### src/core/sar_link_consts.svh
// timing counts, bit positions and limits shared by both ends of the serial converter link
`ifndef SAR_LINK_CONSTS_SVH
`define SAR_LINK_CONSTS_SVH

// ----------------------------------------------------------------------------
// word layout
// ----------------------------------------------------------------------------
`define WORD_BITS 16
`define LEAD_ZEROS 4
`define RES_BITS_DEF 12
`define CNT_W 5

// ----------------------------------------------------------------------------
// serial clock falling-edge marks within a frame
// ----------------------------------------------------------------------------
`define TRACK_FALL 5'h0d
`define PD_FALL_LO 5'h02
`define PD_FALL_HI 5'h0a
`define LAST_FALL 5'h10
`define PD_ABORT_FALL 5'h04

// ----------------------------------------------------------------------------
// timing
// ----------------------------------------------------------------------------
`define CLK_NS 100
`define ACQUISITION_INTERVAL_NS 290
`define T_QUIET_NS 60
`define ACQ_CYC ((`ACQUISITION_INTERVAL_NS + `CLK_NS - 1) / `CLK_NS)
`define QUIET_CYC ((`T_QUIET_NS + `CLK_NS - 1) / `CLK_NS)
`define SCLK_HALF_DEF 8
`define SCLK_HALF_MIN 5
`define FIRST_LEAD 8'h04

`endif

### src/core/sar_link_pkg.sv
// types shared by both ends of the serial converter link
package sar_link_pkg;

  typedef enum logic [1:0] {
    DS_IDLE  = 2'b00,
    DS_SHIFT = 2'b01,
    DS_DONE  = 2'b10
  } dev_state_t;

  typedef enum logic [1:0] {
    HS_IDLE = 2'b00,
    HS_HIGH = 2'b01,
    HS_LOW  = 2'b10
  } host_state_t;

endpackage

### src/core/sar_link_if.sv
// serial link between the converter end and its host end
`timescale 1ns/1ps
interface sar_link_if;
  logic sclk;
  logic frame_sel_n;
  logic serial_result_out_o;
  logic serial_result_oe;
  wire serial_result_out;

  // no pull on the data line: released, it shows the inverse of the last bit, so a late sample cannot pass
  assign serial_result_out = serial_result_oe ? serial_result_out_o : ~serial_result_out_o;

  modport dev (
    input sclk,
    input frame_sel_n,
    output serial_result_out_o,
    output serial_result_oe
  );

  modport host (
    output sclk,
    output frame_sel_n,
    input serial_result_out
  );
endinterface

### src/core/sar_adc_serial_readout.sv
// converter end: frame decode, track/hold control, power-down and serial result shifter
//
// Overview of operation
// - serial clock converts and shifts; frame brackets transfer
// - frame fall: hold, sample, convert, drive data
// - host gives sixteen serial clocks per frame
// - back to track on rise after fall 13
// - release data line on sixteenth falling edge
// - early frame rise aborts and releases line
// - result bits change on serial clock falls
// - twelve-bit: four zeros, twelve bits, MSB first
// - ten-bit: four zeros, ten bits, two zeros
// - result coded in two's complement
// - frame fall gives first zero, fall one second
// - last bit launched fall 15, captured fall 16
// - slow clocks: host may capture on rising edges
// - host leaves 290 ns acquisition before frame
// - host leaves 60 ns quiet after release
// - host bursts 16 clocks at 1 MSPS; here SCLK_HALF of at least 5 cycles of 100 ns gives 16 us or more per frame
// - rise between falls 2 and 10: power-down
// - rise before fall 2 keeps normal mode
// - frame past fall 10 wakes; earlier rise sleeps
// - wake frame: track at first serial clock edge
`timescale 1ns/1ps
`include "sar_link_consts.svh"
module sar_adc_serial_readout
  import sar_link_pkg::*;
#(
  parameter int RES_BITS = `RES_BITS_DEF
) (
  // clock, reset, enable
  input wire logic sys_clk_i,
  input wire logic rstn_i,
  input wire logic ce_i,
  // conversion source, two's complement, RES_BITS wide, all bits used at either resolution
  input wire logic [RES_BITS-1:0] sample_i,
  // status
  output logic track_o,
  output logic power_down_o,
  output logic converting_o,
  output logic sample_take_o,
  output logic done_o,
  // link
  sar_link_if.dev link
);

  // --------------------------------------------------------------------------
  // elaboration checks
  // --------------------------------------------------------------------------
  if (RES_BITS != 12 && RES_BITS != 10) begin : g_bad_res
    $error("RES_BITS must be 10 or 12");
  end

  localparam int TRAIL_ZEROS = `WORD_BITS - `LEAD_ZEROS - RES_BITS;

  // --------------------------------------------------------------------------
  // word assembly
  // --------------------------------------------------------------------------
  // the source already supplies two's complement, so bits pass unchanged
  function automatic logic [`WORD_BITS-1:0] build_word(input logic [RES_BITS-1:0] code);
    logic [`WORD_BITS-1:0] w;
    w = '0;
    w[`WORD_BITS-`LEAD_ZEROS-1 -: RES_BITS] = code;
    return w;
  endfunction

  // --------------------------------------------------------------------------
  // pin synchronisers
  // --------------------------------------------------------------------------
  logic [2:0] sclk_sync_ff;
  logic [2:0] frame_sync_ff;
  logic sclk_lvl_ff;
  logic frame_n_lvl_ff;

  always_ff @(posedge sys_clk_i or negedge rstn_i) begin
    if (!rstn_i) begin
      sclk_sync_ff <= 3'h7;
      frame_sync_ff <= 3'h7;
    end else if (ce_i) begin
      sclk_sync_ff <= {sclk_sync_ff[1:0], link.sclk};
      frame_sync_ff <= {frame_sync_ff[1:0], link.frame_sel_n};
    end
  end

  // a level only counts once the second and third stages agree
  always_ff @(posedge sys_clk_i or negedge rstn_i) begin
    if (!rstn_i) begin
      sclk_lvl_ff <= 1'b1;
      frame_n_lvl_ff <= 1'b1;
    end else if (ce_i) begin
      if (sclk_sync_ff[1] == sclk_sync_ff[2]) begin
        sclk_lvl_ff <= sclk_sync_ff[2];
      end
      if (frame_sync_ff[1] == frame_sync_ff[2]) begin
        frame_n_lvl_ff <= frame_sync_ff[2];
      end
    end
  end

  logic sclk_agree;
  logic frame_agree;
  logic sclk_fall;
  logic sclk_rise;
  logic frame_fall;
  logic frame_rise;

  assign sclk_agree = sclk_sync_ff[1] == sclk_sync_ff[2];
  assign frame_agree = frame_sync_ff[1] == frame_sync_ff[2];
  assign sclk_fall = sclk_agree && sclk_lvl_ff && !sclk_sync_ff[2];
  assign sclk_rise = sclk_agree && !sclk_lvl_ff && sclk_sync_ff[2];
  assign frame_fall = frame_agree && frame_n_lvl_ff && !frame_sync_ff[2];
  assign frame_rise = frame_agree && !frame_n_lvl_ff && frame_sync_ff[2];

  // --------------------------------------------------------------------------
  // frame sequencer
  // --------------------------------------------------------------------------
  dev_state_t state_ff;
  logic [`CNT_W-1:0] fall_cnt_ff;
  logic [`CNT_W-1:0] nxt_fall_cnt;
  logic in_frame;

  assign nxt_fall_cnt = fall_cnt_ff + `CNT_W'(1);
  assign in_frame = state_ff != DS_IDLE;

  always_ff @(posedge sys_clk_i or negedge rstn_i) begin
    if (!rstn_i) begin
      state_ff <= DS_IDLE;
      fall_cnt_ff <= '0;
    end else if (ce_i) begin
      case (state_ff)
        DS_IDLE: begin
          // serial clock edges outside a frame are ignored
          if (frame_fall) begin
            state_ff <= DS_SHIFT;
            fall_cnt_ff <= '0;
          end
        end
        DS_SHIFT: begin
          if (frame_rise) begin
            state_ff <= DS_IDLE;
          end else if (sclk_fall) begin
            fall_cnt_ff <= nxt_fall_cnt;
            if (nxt_fall_cnt == `LAST_FALL) begin
              state_ff <= DS_DONE;
            end
          end
        end
        DS_DONE: begin
          if (frame_rise) begin
            state_ff <= DS_IDLE;
          end
        end
        default: begin
          state_ff <= DS_IDLE;
        end
      endcase
    end
  end

  // --------------------------------------------------------------------------
  // result shifter and data line
  // --------------------------------------------------------------------------
  logic [`WORD_BITS-1:0] shift_ff;
  logic data_ff;
  logic data_oe_ff;

  always_ff @(posedge sys_clk_i or negedge rstn_i) begin
    if (!rstn_i) begin
      shift_ff <= '0;
      data_ff <= 1'b0;
      data_oe_ff <= 1'b0;
    end else if (ce_i) begin
      if (state_ff == DS_IDLE) begin
        if (frame_fall) begin
          // the input is captured at the frame fall, the first zero goes out at once
          shift_ff <= build_word(sample_i);
          data_ff <= 1'b0;
          data_oe_ff <= 1'b1;
        end else begin
          data_oe_ff <= 1'b0;
        end
      end else if (frame_rise) begin
        data_oe_ff <= 1'b0;
      end else if (state_ff == DS_SHIFT && sclk_fall) begin
        if (nxt_fall_cnt == `LAST_FALL) begin
          data_oe_ff <= 1'b0;
        end else begin
          // bit 15 went out at the frame fall; fall n presents bit 15-n
          shift_ff <= {shift_ff[`WORD_BITS-2:0], 1'b0};
          data_ff <= shift_ff[`WORD_BITS-2];
        end
      end
    end
  end

  assign link.serial_result_out_o = data_ff;
  assign link.serial_result_oe = data_oe_ff;

  // --------------------------------------------------------------------------
  // power mode
  // --------------------------------------------------------------------------
  logic pd_ff;
  logic waking_ff;

  always_ff @(posedge sys_clk_i or negedge rstn_i) begin
    if (!rstn_i) begin
      pd_ff <= 1'b0;
    end else if (ce_i) begin
      if (state_ff == DS_SHIFT && frame_rise) begin
        // a rise before fall 2 is treated as a glitch and leaves the mode alone
        if (fall_cnt_ff >= `PD_FALL_LO && fall_cnt_ff < `PD_FALL_HI) begin
          pd_ff <= 1'b1;
        end
      end else if (state_ff == DS_SHIFT && sclk_fall && nxt_fall_cnt == `PD_FALL_HI) begin
        pd_ff <= 1'b0;
      end
    end
  end

  // remembers that the current frame started from power-down
  always_ff @(posedge sys_clk_i or negedge rstn_i) begin
    if (!rstn_i) begin
      waking_ff <= 1'b0;
    end else if (ce_i) begin
      if (state_ff == DS_IDLE && frame_fall) begin
        waking_ff <= pd_ff;
      end else if (state_ff == DS_IDLE || sclk_fall || sclk_rise) begin
        waking_ff <= 1'b0;
      end
    end
  end

  // --------------------------------------------------------------------------
  // track and hold
  // --------------------------------------------------------------------------
  logic track_ff;

  always_ff @(posedge sys_clk_i or negedge rstn_i) begin
    if (!rstn_i) begin
      track_ff <= 1'b1;
    end else if (ce_i) begin
      if (state_ff == DS_IDLE) begin
        if (frame_fall) begin
          track_ff <= 1'b0;
        end else begin
          // powered down the stage sits in hold
          track_ff <= !pd_ff;
        end
      end else if (frame_rise) begin
        track_ff <= !(state_ff == DS_SHIFT && fall_cnt_ff >= `PD_FALL_LO && fall_cnt_ff < `PD_FALL_HI);
      end else if (waking_ff && (sclk_fall || sclk_rise)) begin
        track_ff <= 1'b1;
      end else if (sclk_rise && fall_cnt_ff >= `TRACK_FALL) begin
        track_ff <= 1'b1;
      end
    end
  end

  // --------------------------------------------------------------------------
  // status pulses
  // --------------------------------------------------------------------------
  logic take_ff;
  logic done_ff;

  always_ff @(posedge sys_clk_i or negedge rstn_i) begin
    if (!rstn_i) begin
      take_ff <= 1'b0;
      done_ff <= 1'b0;
    end else if (ce_i) begin
      take_ff <= state_ff == DS_IDLE && frame_fall;
      done_ff <= state_ff == DS_SHIFT && !frame_rise && sclk_fall && nxt_fall_cnt == `LAST_FALL;
    end
  end

  assign track_o = track_ff;
  assign power_down_o = pd_ff;
  assign converting_o = in_frame;
  assign sample_take_o = take_ff;
  assign done_o = done_ff;

endmodule

### src/flat_wrapper.sv
// flat-port wrapper written by rule: the top's interface ports become plain ports
module sar_adc_serial_readout_flat import sar_link_pkg::*;
#(
  parameter int RES_BITS = `RES_BITS_DEF
)
  (sys_clk_i, rstn_i, ce_i, sample_i, track_o, power_down_o, converting_o, sample_take_o, done_o, link_sclk, link_frame_sel_n, link_serial_result_out_o, link_serial_result_oe);
  sar_link_if link_i ();
  input wire logic sys_clk_i;
  input wire logic rstn_i;
  input wire logic ce_i;
  input wire logic [RES_BITS-1:0] sample_i;
  output logic track_o;
  output logic power_down_o;
  output logic converting_o;
  output logic sample_take_o;
  output logic done_o;
  input wire logic [$bits(link_i.sclk)-1:0] link_sclk;
  input wire logic [$bits(link_i.frame_sel_n)-1:0] link_frame_sel_n;
  output wire logic [$bits(link_i.serial_result_out_o)-1:0] link_serial_result_out_o;
  output wire logic [$bits(link_i.serial_result_oe)-1:0] link_serial_result_oe;
  assign link_i.sclk = link_sclk;
  assign link_i.frame_sel_n = link_frame_sel_n;
  assign link_serial_result_out_o = link_i.serial_result_out_o;
  assign link_serial_result_oe = link_i.serial_result_oe;
  sar_adc_serial_readout #(.RES_BITS(RES_BITS)) u_core (.sys_clk_i(sys_clk_i), .rstn_i(rstn_i), .ce_i(ce_i), .sample_i(sample_i), .track_o(track_o), .power_down_o(power_down_o), .converting_o(converting_o), .sample_take_o(sample_take_o), .done_o(done_o), .link(link_i));
endmodule
### config.mk
export PLATFORM = sky130hd
export DESIGN_NAME = sar_adc_serial_readout_flat
export DESIGN_NICKNAME = d
export VERILOG_FILES = /design/src/core/sar_link_pkg.sv /design/src/core/sar_link_if.sv /design/src/core/sar_adc_serial_readout.sv /design/src/flat_wrapper.sv
export VERILOG_INCLUDE_DIRS = /design/src /design/src/core
export SDC_FILE = /design/constraint.sdc
export NUM_CORES = 1
export LEC_CHECK = 0
export ABC_AREA = 1
export BUFFER_PORTS_ARGS = -buffer_cell sky130_fd_sc_hd__buf_2
export CORE_AREA = 2 2 80 82
export CTS_BUF_LIST = sky130_fd_sc_hd__clkbuf_4 sky130_fd_sc_hd__clkbuf_8 sky130_fd_sc_hd__clkbuf_16
export DETAILED_ROUTE_END_ITERATION = 10
export DIE_AREA = 0 0 82 84
export PLACE_DENSITY_LB_ADDON = 0.2
export SKIP_CTS_REPAIR_TIMING = 1
export SYNTH_ARGS = -nofsm -noshare
export SYNTH_HDL_FRONTEND = slang
export SYNTH_SLANG_ARGS = --single-unit
### constraint.sdc
create_clock -name sys_clk_i -period 5.1 [get_ports sys_clk_i]
set_input_delay 0.255 -clock sys_clk_i [delete_from_list [all_inputs] [get_ports sys_clk_i]]
set_output_delay 0.255 -clock sys_clk_i [all_outputs]
set_load 0.005 [all_outputs]
==> results.json <==
{
  "antenna_found_initial": 0,
  "p_sw_share_pct": 41.2,
  "dp_hpwl_mm": 3.18,
  "rsz0062_at_grt": "no",
  "fin_crit_ns": 2.14,
  "fin_nets": 320,
  "r2r_start": "u_core.state_ff[0]",
  "die_w_um": 82,
  "critical_path.cell_chain": "nor2_4 -> inv_4 -> nand2_1 -> nand3_4 -> nand2_1 -> nand2_1",
  "outcome": "complete, no violations",
  "synth_compound_area_share_pct": 4.85,
  "required_ns": 5.27,
  "arrival_ns": 2.31,
  "insertedDiodeCount": 0,
  "instances_no_fill": 378,
  "cap_viol_max_count": 0,
  "dr.pass1.iters": 4,
  "clk_latency_ns": 0.29,
  "final-max-slew-violation-count": 0,
  "syn_nets": 300,
  "io_buffers": 23,
  "wl_per_cell_um": 12.2,
  "clock_skew_ns": 0.00797,
  "ys_warn_count": 0,
  "syn_area_per_cell_sq_um": 7.38,
  "cts_inserted_buffers": 5,
  "p_clk_share_pct": 20.8,
  "hp-class": "input port to async pin",
  "yosysSeqAreaShare_pct": 45.4,
  "synthCells": 280,
  "rows": 29,
  "root_buffer": "clkbuf_8",
  "initial_core_util_pct": 33.9,
  "grt_max_degree": 38,
  "slew_headroom_pct": 45.6,
  "cts_tree": "yes",
  "critPathKind": "register to register",
  "ant_nets": 0,
  "grt_first_pass_wirelength_mm": 8.07,
  "crit_start": "u_core.state_ff[0]",
  "p_seq_share_pct": 40.8,
  "drc": 0,
  "whs_ns": 0.0576,
  "synth_top_family_by_area": "simple AND/OR/NAND/NOR gates",
  "setup_viol": 0,
  "max_stage_delay_ns": 0.50,
  "ys_types": 27,
  "num_vias": 1785,
  "p_int_w": 0.000630,
  "grt_use_met3_pct": 2.71,
  "use_met1_pct": 20.5,
  "cp-end-kind": "register",
  "fin_setup_tns_ns": 0,
  "grt_pass1_vias": 1750,
  "start_kind": "register",
  "first_iter_violations": 125,
  "grtUsageMet2_pct": 23.0,
  "ioPinCount": 24,
  "cts.sinks": 37,
  "cp_common_cell": "nand2_1",
  "core_sq_mm": 0.00610,
  "max_freq_ghz": 0.468,
  "ys_ff_latch": 37,
  "area_delta_synth_final_pct": 12.2,
  "hold_viol_final": 0,
  "vias_per_cell": 4.72,
  "die_area_sq_mm": 0.00689,
  "path_buf_inv": 1,
  "finalCritPeriodShare_pct": 41.9,
  "comb_power_share_pct": 38.4,
  "cpMaxStageDelayCell": "nand2_1",
  "path_clk_slew_ns": 0.08,
  "die_y_um": 84,
  "vdd_ir_drop_max_mv": 0.160,
  "p_leak_nw": 1.24,
  "place_inst": 370,
  "synthSimpleGateAreaFrac_pct": 40.2,
  "tightest_slew_ns": 0.816,
  "busiest_layer": "met2",
  "synthAdderAreaFrac_pct": 1.82,
  "power_density_mw_per_mm2": 462,
  "grt_use_total_pct": 14.9,
  "htree_levels": 2,
  "syn_area_sq_mm": 0.00207,
  "synthXorXnorAreaFrac_pct": 0,
  "wl_mm": 4.60,
  "drive_gt1_share_pct": 16.9,
  "synthMuxAreaShare_pct": 0,
  "clock_path_buffers": 2,
  "cp_top_family": "simple AND/OR/NAND/NOR gates",
  "grt_overflow": 0,
  "path_max_fanout": 18,
  "p_sw_w": 0.000441,
  "gp_congestion": 0.818
}
## sequential cells by signal, indices dropped and copies added, names as in the netlist
name,count
u_core.done_o,1
u_core.state_ff,2
u_core.link.serial_result_out_o,1
u_core.link.serial_result_oe,1
u_core.frame_n_lvl_ff,1
u_core.power_down_o,1
u_core.sclk_sync_ff,3
u_core.shift_ff,15
u_core.sclk_lvl_ff,1
u_core.sample_take_o,1
u_core.fall_cnt_ff,5
u_core.frame_sync_ff,3
u_core.waking_ff,1
u_core.track_o,1
## per-layer routing
metal  wire length, um  vias up  part of all wire [%]
li1                  -      936                     -
met1              2270      815                    49
met2              2110       27                    46
met3               128        7                   2.8
met4                81        0                   1.8
met5                 0        -                     0
## Yosys cell counts (all sizes together)
cell type	number	share of area (%)
nor3	4	0.97
o21bai	1	0.36
nand2	123	22
nor2	21	5.8
o21ai	13	3.3
clkbuf	5	0.97
buf	5	1.8
ha	3	1.8
dfrtp	28	34
nand4	20	6.4
clkinv	1	0.18
inv	26	4.8
dfstp	9	11
nand3	17	4.7
a21oi	3	0.73
o2bb2ai	1	0.42
## cells in the final DEF, fill, tap and decap left out
cell type / instances
inv_4: 1
buf_2: 23
nor2_2: 1
nor2_1: 16
clkbuf_8: 6
nor2_4: 3
nand4_2: 1
inv_1: 23
o21ai_0: 12
clkbuf_4: 2
ha_1: 3
nand3_4: 1
dfstp_2: 9
a21oi_1: 3
dfrtp_1: 28
o21bai_1: 1
clkinv_1: 1
o21ai_2: 1
inv_2: 2
o2bb2ai_1: 1
nand3_1: 16
nor2_8: 1
nand4_1: 19
nor3_1: 4
nand2_1: 123
## path summary, 6_finish.rpt
kind                                     endpoint  cells after the start  slack, ns
min in group sys_clk_i     u_core.sclk_sync_ff[0]                      3       0.18
hold reg to reg                    u_core.track_o                      2       0.46
max in group asynchronous     u_core.shift_ff[10]                      1       4.52
setup reg to reg               u_core.shift_ff[2]                      6       2.96
hold / removal                u_core.power_down_o                      1       0.06
setup / recovery               u_core.shift_ff[2]                      6       2.96
## layout make-up
cell class,instances,area [sq um]
multi-input cells,206,968
well taps,77,96.3
inverters,27,104
repair buffers,23,115
clock buffers,8,97.6
flip-flops and latches,37,937
fillers,659,3780
## metrics by stage
stage / power, W / utilization, % / setup WS [ns] / area (sq um)
6_report: 0.00107 / 38.0 / 2.96 / 2320
5_1_grt: 0.00117 / 38.0 / 2.75 / 2320
4_1_cts: 0.00109 / 38.0 / 2.94 / 2320
3_5_place_dp: 0.000857 / 36.4 / 2.96 / 2220
3_3_place_gp: 0.000854 / 36.4 / 2.96 / 2220
2_1_floorplan: 0.000762 / - / 3.49 / 2070
## kinds of logic (layout without fill, tap and decap cells)
kind of cell    count (synthesis)  after routing
simple gates                  185            185
buf+inv                        37             58
flops                          37             37
compound gates                 18             18
fa+ha+maj                       3              3
## power groups by stage
stage               clock (W)  sequential [W]  combinational, W
finish               0.000223        0.000437          0.000411
detailed placement          0        0.000442          0.000415
global route         0.000244        0.000448          0.000479
global placement            0        0.000442          0.000412
floorplan                   0        0.000430          0.000332
CTS                  0.000231        0.000437          0.000417
Power figures use the tool's default switching activity.
